--- config.mk ---
export PLATFORM = sky130hd
export DESIGN_NAME = wdit_timer
export DESIGN_NICKNAME = d
export VERILOG_FILES = /design/src/wdit_pkg.sv /design/src/wdit_timer.sv
export SDC_FILE = /design/constraint.sdc
export NUM_CORES = 1
export LEC_CHECK = 0
export ABC_CLOCK_PERIOD_IN_PS = 6800
export BUFFER_PORTS_ARGS = -buffer_cell sky130_fd_sc_hd__buf_2
export CAP_MARGIN = 20
export CORE_MARGIN = 2
export CORE_UTILIZATION = 35
export DETAILED_ROUTE_END_ITERATION = 10
export PLACE_DENSITY = 0.62
export RECOVER_POWER = 50
export REMOVE_ABC_BUFFERS = 1
export SKIP_CTS_REPAIR_TIMING = 1
export SLEW_MARGIN = 20
export SYNTH_ARGS = -nofsm -noshare
export SYNTH_HDL_FRONTEND = slang
export SYNTH_SLANG_ARGS = --single-unit
--- constraint.sdc ---
create_clock -name i_clk_sys -period 6.8 [get_ports i_clk_sys]
set_clock_uncertainty 0.2 [all_clocks]
set_input_delay 2.04 -clock i_clk_sys [delete_from_list [all_inputs] [get_ports i_clk_sys]]
set_output_delay 2.04 -clock i_clk_sys [all_outputs]
set_load 0.1 [all_outputs]
--- src/wdit_pkg.sv ---
// Constants for the watchdog / interval timer block
package wdit_pkg;

  // ----------------------------------------
  // Register addresses
  // ----------------------------------------
  localparam logic [15:0] CLK_SEL_ADDR = 16'hff42;
  localparam logic [15:0] MODE_CTRL_ADDR = 16'hff49;

  // ----------------------------------------
  // Reset values
  // ----------------------------------------
  localparam logic [7:0] CLK_SEL_RESET = 8'h00;
  localparam logic [7:0] MODE_CTRL_RESET = 8'h00;

  // ----------------------------------------
  // Field positions
  // ----------------------------------------
  localparam int RUN_POS = 7;
  localparam int MODE_SEL_POS = 4;
  localparam int ACTION_POS = 3;
  localparam int PERIOD_LSB = 0;
  localparam int PERIOD_W = 3;

  // ----------------------------------------
  // Timing
  // ----------------------------------------
  localparam int PRESCALE_LOG2 = 4;
  localparam int COUNT_W = 16;
  localparam int PERIOD_MIN_LOG2 = 12;
  localparam int PERIOD_MAX_LOG2 = 20;

  // Counter state
  typedef enum logic [1:0]
  {
    WDIT_IDLE = 2'b00,
    WDIT_RUN = 2'b01
  } wdit_state_type;

endpackage

--- src/wdit_timer.sv ---
// Watchdog / interval timer with set-only control bits
// How it works
// RL1: Low three select bits pick watchdog period
// RL2: Interval mode uses same eight period codes
// RL3: Mode bit one selects watchdog operation
// RL4: Mode bit zero gives repeated interval requests
// RL5: Writing run one clears and restarts count
// RL6: Run bit ignores software writes of zero
// RL7: Action and mode bits are set-only
// RL8: Watchdog overflow gives reset or nonmaskable interrupt
// RL9: Mode set with flag pending forces NMI
// RL10: Software clears request flag before watchdog
// RL11: Software restarts run within every period
// RL12: Counts in HALT, stops in STOP
// RL13: Software restarts count just before STOP
// RL14: Count holds while CPU on subsystem clock
// RL15: Interval request obeys mask and priority flags
// RL16: Interval request has highest default priority
// RL17: Prescaler not cleared, first period shorter
// RL18: Reset loads zero into both registers
// RL19: Clock select written by whole bytes only
// RL20: Stop timer before changing clock select
// RL21: Watchdog and interval modes are exclusive
// RL22: Interval overflow flags, restarts, keeps counting
// RL23: No counting before first run write
`timescale 1ns/1ps
module wdit_timer
  import wdit_pkg::*;
(
  // Clock and reset
  input wire logic i_clk_sys,
  input wire logic i_rst,
  // Register access
  input wire logic [15:0] i_addr,
  input wire logic [7:0] i_wdata,
  input wire logic i_wr_byte,
  input wire logic i_wr_bit,
  input wire logic [2:0] i_bit_idx,
  input wire logic i_rd,
  output logic [7:0] o_rdata,
  // Main clock tick (from system clock divider, same domain)
  input wire logic i_main_tick,
  // Standby and clock status
  input wire logic i_stop_mode,
  input wire logic i_subsys_clk,
  // Interrupt flag access
  input wire logic i_wd_flag_clr,
  input wire logic i_wd_flag_set,
  input wire logic i_wd_mask_flag,
  input wire logic i_wd_priority_flag,
  // Outputs
  output logic o_wd_request_flag,
  output logic o_interval_irq,
  output logic o_irq_priority,
  output logic o_irq_top_default,
  output logic o_nmi_req,
  output logic o_sys_reset_req,
  output logic [COUNT_W-1:0] o_count
);

  // ----------------------------------------
  // Registers
  // ----------------------------------------
  logic [7:0] timer_clock_select_two;
  logic run_bit;
  logic overflow_action_select;
  logic mode_select_bit;
  logic [PRESCALE_LOG2-1:0] prescale;
  logic [COUNT_W-1:0] count;
  logic wd_request_flag;
  logic nmi_req;
  logic sys_reset_req;
  logic interval_irq;
  wdit_state_type state;

  logic wr_clk_sel;
  logic wr_mode;
  logic [7:0] mode_wdata;
  logic run_write;
  logic mode_set_now;
  logic count_enable;
  logic count_tick;
  logic overflow;
  logic [4:0] period_log2;
  logic [7:0] mode_value;

  assign mode_value = {run_bit, 2'b00, mode_select_bit,
                       overflow_action_select, 3'b000};

  // ----------------------------------------
  // Write decode
  // ----------------------------------------
  always_comb
  begin
    wr_clk_sel = 1'b0;
    wr_mode = 1'b0;
    mode_wdata = 8'h00;
    if (i_addr == CLK_SEL_ADDR)
    begin
      // RL19: byte writes only
      wr_clk_sel = i_wr_byte;
    end
    else if (i_addr == MODE_CTRL_ADDR)
    begin
      wr_mode = i_wr_byte | i_wr_bit;
      if (i_wr_byte)
        mode_wdata = i_wdata;
      else
        mode_wdata = 8'((i_wdata[0] ? 8'h01 : 8'h00) << i_bit_idx);
    end
  end

  assign run_write = wr_mode & mode_wdata[RUN_POS];
  assign mode_set_now = wr_mode & mode_wdata[MODE_SEL_POS]
                        & ~mode_select_bit;

  // ----------------------------------------
  // Clock select register
  // ----------------------------------------
  // RL18: reset to zero
  always_ff @(posedge i_clk_sys)
  begin
    if (i_rst)
      timer_clock_select_two <= CLK_SEL_RESET;
    else if (wr_clk_sel)
      timer_clock_select_two <= i_wdata;
  end

  // ----------------------------------------
  // Mode register, set-only bits
  // ----------------------------------------
  // RL6: run set-only
  // RL7: mode, action set-only
  // RL21: mode bit chooses one function
  always_ff @(posedge i_clk_sys)
  begin
    if (i_rst)
    begin
      run_bit <= MODE_CTRL_RESET[RUN_POS];
      mode_select_bit <= MODE_CTRL_RESET[MODE_SEL_POS];
      overflow_action_select <= MODE_CTRL_RESET[ACTION_POS];
    end
    else if (wr_mode)
    begin
      run_bit <= run_bit | mode_wdata[RUN_POS];
      mode_select_bit <= mode_select_bit | mode_wdata[MODE_SEL_POS];
      overflow_action_select <= overflow_action_select
                                | mode_wdata[ACTION_POS];
    end
  end

  // ----------------------------------------
  // Read mux
  // ----------------------------------------
  always_comb
  begin
    o_rdata = 8'h00;
    if (i_rd && i_addr == CLK_SEL_ADDR)
      o_rdata = timer_clock_select_two;
    else if (i_rd && i_addr == MODE_CTRL_ADDR)
      o_rdata = mode_value;
  end

  // ----------------------------------------
  // Prescaler and counter
  // ----------------------------------------
  // RL12: stop only in STOP
  // RL14: hold on subsystem clock
  // RL23: idle until first run
  assign count_enable = (state == WDIT_RUN) & ~i_stop_mode
                        & ~i_subsys_clk & i_main_tick;

  // RL17: prescaler free, never cleared by run
  always_ff @(posedge i_clk_sys)
  begin
    if (i_rst)
      prescale <= '0;
    else if (count_enable)
      prescale <= prescale + 1'b1;
  end

  assign count_tick = count_enable & (&prescale);

  // RL1: period select decode
  // RL2: same codes in interval mode
  always_comb
  begin
    if (timer_clock_select_two[PERIOD_LSB +: PERIOD_W] == 3'h7)
      period_log2 = 5'(PERIOD_MAX_LOG2 - PRESCALE_LOG2);
    else
      period_log2 = 5'(PERIOD_MIN_LOG2 - PRESCALE_LOG2)
                    + 5'(timer_clock_select_two[PERIOD_LSB +: PERIOD_W]);
  end

  assign overflow = count_tick
                    & (count == COUNT_W'((32'h1 << period_log2) - 1));

  always_ff @(posedge i_clk_sys)
  begin
    if (i_rst)
      state <= WDIT_IDLE;
    else if (run_write)
      state <= WDIT_RUN;
  end

  // RL5: run write clears count
  // RL22: interval overflow wraps to zero
  always_ff @(posedge i_clk_sys)
  begin
    if (i_rst)
      count <= '0;
    else if (run_write)
      count <= '0;
    else if (overflow)
      count <= '0;
    else if (count_tick)
      count <= count + 1'b1;
  end

  // ----------------------------------------
  // Request flag, set wins over clear
  // ----------------------------------------
  // RL4: interval overflow sets flag
  // RL22: one flag per overflow
  always_ff @(posedge i_clk_sys)
  begin
    if (i_rst)
      wd_request_flag <= 1'b0;
    else if ((overflow & ~mode_select_bit) | i_wd_flag_set)
      wd_request_flag <= 1'b1;
    else if (i_wd_flag_clr)
      wd_request_flag <= 1'b0;
  end

  // ----------------------------------------
  // Interrupt and reset requests
  // ----------------------------------------
  // RL15: mask applies in interval mode
  always_ff @(posedge i_clk_sys)
  begin
    if (i_rst)
      interval_irq <= 1'b0;
    else
      interval_irq <= wd_request_flag & ~i_wd_mask_flag
                      & ~mode_select_bit;
  end

  // RL3: watchdog overflow actions
  // RL8: action bit picks reset or NMI
  // RL9: pending flag forces NMI
  always_ff @(posedge i_clk_sys)
  begin
    if (i_rst)
    begin
      nmi_req <= 1'b0;
      sys_reset_req <= 1'b0;
    end
    else
    begin
      nmi_req <= (overflow & mode_select_bit & ~overflow_action_select)
                 | (mode_set_now & wd_request_flag);
      sys_reset_req <= overflow & mode_select_bit & overflow_action_select;
    end
  end

  assign o_wd_request_flag = wd_request_flag;
  assign o_interval_irq = interval_irq;
  assign o_irq_priority = i_wd_priority_flag & ~mode_select_bit;
  // RL16: highest default priority
  assign o_irq_top_default = interval_irq;
  assign o_nmi_req = nmi_req;
  assign o_sys_reset_req = sys_reset_req;
  assign o_count = count;

  // ----------------------------------------
  // Checks
  // ----------------------------------------
  property p_run_sticky;
    @(posedge i_clk_sys) disable iff (i_rst)
    run_bit |=> run_bit;
  endproperty
  a_run_sticky: assert property (p_run_sticky) // RL6
    else $error("run bit cleared");

  property p_mode_sticky;
    @(posedge i_clk_sys) disable iff (i_rst)
    mode_select_bit |=> mode_select_bit && $stable(mode_select_bit);
  endproperty
  a_mode_sticky: assert property (p_mode_sticky) // RL7
    else $error("mode bit cleared");

  property p_run_clears;
    @(posedge i_clk_sys) disable iff (i_rst)
    run_write |=> count == '0;
  endproperty
  a_run_clears: assert property (p_run_clears) // RL5
    else $error("count not cleared by run");

  property p_idle_hold;
    @(posedge i_clk_sys) disable iff (i_rst)
    (state == WDIT_IDLE && !run_write) |=> count == '0;
  endproperty
  a_idle_hold: assert property (p_idle_hold) // RL23
    else $error("count moved before run");

  property p_stop_hold;
    @(posedge i_clk_sys) disable iff (i_rst)
    (i_stop_mode || i_subsys_clk) && !run_write |=> $stable(count);
  endproperty
  a_stop_hold: assert property (p_stop_hold) // RL14
    else $error("count moved while stopped");

  property p_wd_action;
    @(posedge i_clk_sys) disable iff (i_rst)
    overflow && mode_select_bit |=>
      (sys_reset_req == $past(overflow_action_select))
      && (nmi_req || sys_reset_req);
  endproperty
  a_wd_action: assert property (p_wd_action) // RL8
    else $error("wrong watchdog action");

  property p_forced_nmi;
    @(posedge i_clk_sys) disable iff (i_rst)
    mode_set_now && wd_request_flag |=> nmi_req;
  endproperty
  a_forced_nmi: assert property (p_forced_nmi) // RL9
    else $error("forced nmi missing");

  property p_interval_flag;
    @(posedge i_clk_sys) disable iff (i_rst)
    overflow && !mode_select_bit |=> wd_request_flag && count == '0;
  endproperty
  a_interval_flag: assert property (p_interval_flag) // RL22
    else $error("interval overflow not flagged");

  property p_exclusive;
    @(posedge i_clk_sys) disable iff (i_rst)
    mode_select_bit |=> !interval_irq;
  endproperty
  a_exclusive: assert property (p_exclusive) // RL21
    else $error("interval irq in watchdog mode");

endmodule

* Yosys cells after proc, flatten, opt, wreduce, memory -nomap -nowiden
Index checks and enable logic that the tools add are counted.
Storage, ports and cells: register bits 36, bits of input ports 39, output and inout bits 30, logic and storage cells 65
Operators by class: $add $sub $neg 4, equality and inequality tests 4, shift-type cells 2, multiplexer cells 12, bitwise logic cells 27, reduce and logical (&&, ||, !) cells 5
Operators by type and width (number):
- 8-bit 2-to-1 mux | 5
- 16-bit == test, second input constant | 2
- 16-bit by 1-bit adder with 16-bit output, second input constant | 1
- 1-bit AND | 16
- 16-bit == test | 1
- 1-bit by 5-bit << shifter with 16-bit output, first input constant | 1
- 16-bit by 1-bit subtractor with 16-bit output, second input constant | 1
- 1-bit by 3-bit << shifter with 8-bit output | 1
- 1-bit 2-to-1 mux | 6
- 1-bit OR | 6
- 4-bit by 3-bit adder with 5-bit output, first input constant | 1
- 5-bit 2-to-1 mux | 1
- 1-bit NOT | 5
- 4-bit by 1-bit adder with 4-bit output, second input constant | 1
- 4-bit AND reduction | 1
- 3-bit == test, second input constant | 1
- 3-bit OR reduction | 1
- 1-bit logical AND | 2
- 2-bit nonzero test | 1

* Depth between registers and ports, before layout
depth after elaboration 9, gate-level depth with buffers 7, gate-level depth less buffers 6

* Least setup slack after synthesis
OpenSTA, ideal clock, no wires.
kind input-to-output, start input i_addr[2], end output o_rdata[3], arrival 3.947 ns, path slack 0.613 ns, cell stages on the path 5, buffers on the path 0, path through nor4_1 -> and4_1 -> or3b_1 -> nor2_2 -> a22o_1
On the way: cells in the longest elaborated chain, start to end 4
Ends and longest elaborated chain:
- from (decl) | RTL line wdit_timer.sv:34 | input wire logic [15:0] i_addr,
- 16-bit == test | RTL line wdit_timer.sv:160 | else if (i_rd && i_addr == MODE_CTRL_ADDR)
- 1-bit logical AND | RTL line wdit_timer.sv:160
- 8-bit 2-to-1 mux | RTL line wdit_timer.sv:160
- 8-bit 2-to-1 mux * | RTL line wdit_timer.sv:158 | if (i_rd && i_addr == CLK_SEL_ADDR)
- to (decl) | RTL line wdit_timer.sv:40 | output logic [7:0] o_rdata,
Mark *: on every way between the ends. The rest lies on a longest branch, timed or not.

* Final worst setup path
start input i_addr[2], end output o_rdata[4]
The elaborated chain is that of the path after synthesis.

==> flow_summary.yaml <==
synthesis:
  yosys_warnings: 0
  seq_area_frac_synth_pct: 37.2
  syn_area_um2: 1940
  synthDistinctLibCells: 47
  ys.flop_type: "dfxtp_1"
  syn_avg_cell_area_um2: 8.47
  synthCells: 229
  synth_edf_count: 0
  async_flop_share_pct: 0
  ys_seq_elements: 36
floorplanning:
  std_cell_rows: 27
  initial_core_util_pct: 35.7
  ioPinCount: 69
  die_h_um: 78.4
  die_w_um: 78.4
  core_um2: 5440
  fp.dieArea_um2: 6150
detailed_routing:
  vias_per_cell: 4.90
  finalWirelength_mm: 4.70
  ant_nets: 0
  drt-wirelength-per-cell_um: 12.8
  dr_total_vias: 1804
  drt_iter0_drc: 104
  drc: 0
  dr.pass1.iters: 4
placement:
  dpl.cell_count: 360
  dp.final_hpwl_mm: 3.58
  dpl_cell_area_um2: 2320
  place_ws_ns: 0.552
  place_congestion: 0.802
  port_buffers: 68
sta:
  final-setup-viol-count: 0
  relSlewSlack_pct: -42.4
  layout_min_cycle_time_ns: 6.27
  worst_slew_pin_slew_ns: 2.12
  min_period_over_period_pct: 92.2
  tns_ns: 0
  max_freq_ghz: 0.159
  hold_viol: 0
  final-max-slew-violation-count: 9
  rsz0062_at_grt: "false"
  fin_ws_ns: 0.530
setup_path:
  crit_arrival_ns: 4.03
  crit_family: "simple AND/OR/NAND/NOR gates"
  path_buf_inv: 2
  startpoint: "i_addr[2]"
  crit_fanout: 8
  required_ns: 4.56
  crit_type: "primary input to primary output"
  ff2ff_path_depth: 6
  critPathLaunchType: "primary input"
  rrSetupSlack_ns: 4.39
  slowest_stage: "buf_2"
  cpPeakStageDelay_ns: 0.42
  crit_cells: 7
  reg2reg_from: "prescale[0]$_SDFFE_PP0P_"
  critical_path.most_common_cell: "buf_2"
  crit_chain: "buf_2 -> nor4_1 -> and4_1 -> or3b_1 -> nor2_2 -> a22o_1 -> buf_2"
  r2r_end: "o_sys_reset_req$_SDFF_PP0_"
  crit_path_end_kind: "primary output"
power:
  internal-power_uw: 306
  pwr-share-clk_pct: 38.9
  p_per_area_nw_per_um2: 168
  ir_worst_vdd_mv: 0.0988
  p_sw_share_pct: 22.9
  power_switching_uw: 90.9
  pwr-share-seq_pct: 53.4
  combPwrFrac_pct: 7.7
  leakage_nw: 0.899
layout:
  final_area_um2: 2370
  final_cells: 368
  final_core_util_pct: 43.5
  fin_nets: 337
  area_growth_syn_to_layout_pct: 22.0
  diodes: 0
  drive_gt1_share_pct: 20.6
grt:
  grt_max_degree: 20
  gr-total-overflow: 0
  grt_usage_pct: 15.7
  antenna_found_initial: 0
  grt_pass1_vias: 1612
  grt_pass1_wl_mm: 7.74
job:
  maxCapViolations: 1
hold_path:
  whs_path_depth: 2
  holdCritStartpoint: "run_bit$_SDFFE_PP0P_"
  hold_path_class: "flop to flop"
  min_to: "run_bit$_SDFFE_PP0P_"
clock_network:
  cts_max_path_buffers: 2
  clkTransAtPathRegs_ns: 0.07
  cts_num_sinks: 36
  cts.htree.levels: 2
  numCtsBuffers: 5
  clk_latency_ns: 0.28
  ctsRootBufferMaster: "clkbuf_8"
  cts_tree: "built"
status:
  status: "finished with violations"
  failed_checks: "max-capacitance violations, max-slew violations"
metal layers:
metal | vias up | routed length, um | part of all wire, % | track usage (%)
met5 | - | 0 | 0 | 0
met4 | 0 | 89 | 1.9 | 5.09
met3 | 10 | 189 | 4.0 | 3.45
met2 | 36 | 2260 | 48 | 26.2
met1 | 824 | 2160 | 46 | 20.0
li1 | 934 | - | - | -
Yosys cell counts (all sizes together), types with 4 or more instances:
library cell / number / area share (%)
clkbuf: 4 / 0.77
inv: 10 / 1.9
xor2: 5 / 2.3
and3: 6 / 1.9
nor2: 41 / 8.1
o21ai: 4 / 1.2
a21oi: 8 / 2.1
dfxtp: 36 / 37
xnor2: 14 / 6.3
and2: 8 / 2.6
mux2i: 8 / 4.1
a22o: 4 / 1.8
nand2: 18 / 3.5
nand4: 9 / 3.2
nand3: 6 / 1.5
buf: 5 / 1.5
nor3: 5 / 1.3
nor4: 7 / 3.7
power by group through the flow:
stage	combinational, mW	clock, mW	sequential (mW)
after floorplan	0.00928	0	0.222
after global placement	0.0308	0	0.216
after detailed placement	0.0314	0	0.216
after CTS	0.0314	0.161	0.212
after global routing	0.0332	0.170	0.212
final	0.0306	0.154	0.212
how the worst max path moves through the flow:
stage	to
floorplan	o_rdata[3]
global placement	o_rdata[4]
detailed placement	o_rdata[4]
CTS	o_rdata[4]
global route	o_rdata[4]
finish	o_rdata[4]
layout by cell type, fill, tap and decap left out, types with 3 or more instances in the layout:
cell,Yosys,final
dfxtp_1,36,36
xor2_1,5,5
xnor2_1,14,14
nor4_1,4,6
nand4_1,8,8
nor3_1,5,5
nor2b_1,3,3
nand2_1,18,18
buf_2,3,46
nor2_1,40,40
ha_1,3,3
mux2i_1,8,8
and3_1,6,6
and2_1,8,7
a22o_1,4,4
a21oi_1,8,8
o21ai_0,3,3
clkbuf_1,4,24
nand3_1,6,6
inv_1,10,10
clkbuf_8,0,6
per-stage QoR:
stage | power [mW] | hold slack, ns
6_report | 0.397 | 0.251
5_1_grt | 0.415 | 0.276
4_1_cts | 0.404 | 0.253
3_5_place_dp | 0.248 | 0.242
3_3_place_gp | 0.247 | 0.241
2_1_floorplan | 0.231 | 0.219
registers in the layout (all words and copies together), names as in the netlist:
register	count
o_wd_request_flag	1
o_count	16
overflow_action_select	1
o_sys_reset_req	1
prescale	4
state	1
o_nmi_req	1
timer_clock_select_two	8
o_interval_irq	1
mode_select_bit	1
run_bit	1
layout make-up:
class / instances / area (um2)
Fill cell: 581 / 3070
Multi-Input combinational cell: 174 / 1110
Sequential cell: 36 / 721
Timing Repair Buffer: 68 / 313
Clock buffer: 8 / 90.1
Tap cell: 72 / 90.1
Inverter: 10 / 37.5
worst reg2reg max path, stage by stage, from the launching register on:
cell and delay (ns):
dfxtp_1 0.37, ha_1 0.23, nand3_1 0.12, or2_0 0.30, a2111o_1 0.37, nor4_1 0.54, and3_1 0.23
cell families after synthesis:
logic type      after synthesis  synth area share, %
xor+xnor                     19                 8.58
fa+ha+maj                     3                 1.94
flops                        36                 37.2
compound gates               28                 10.5
buf+inv                      19                 4.26
mux                           8                 4.13
simple gates                116                 33.5
(Power assumes the default switching activity.)
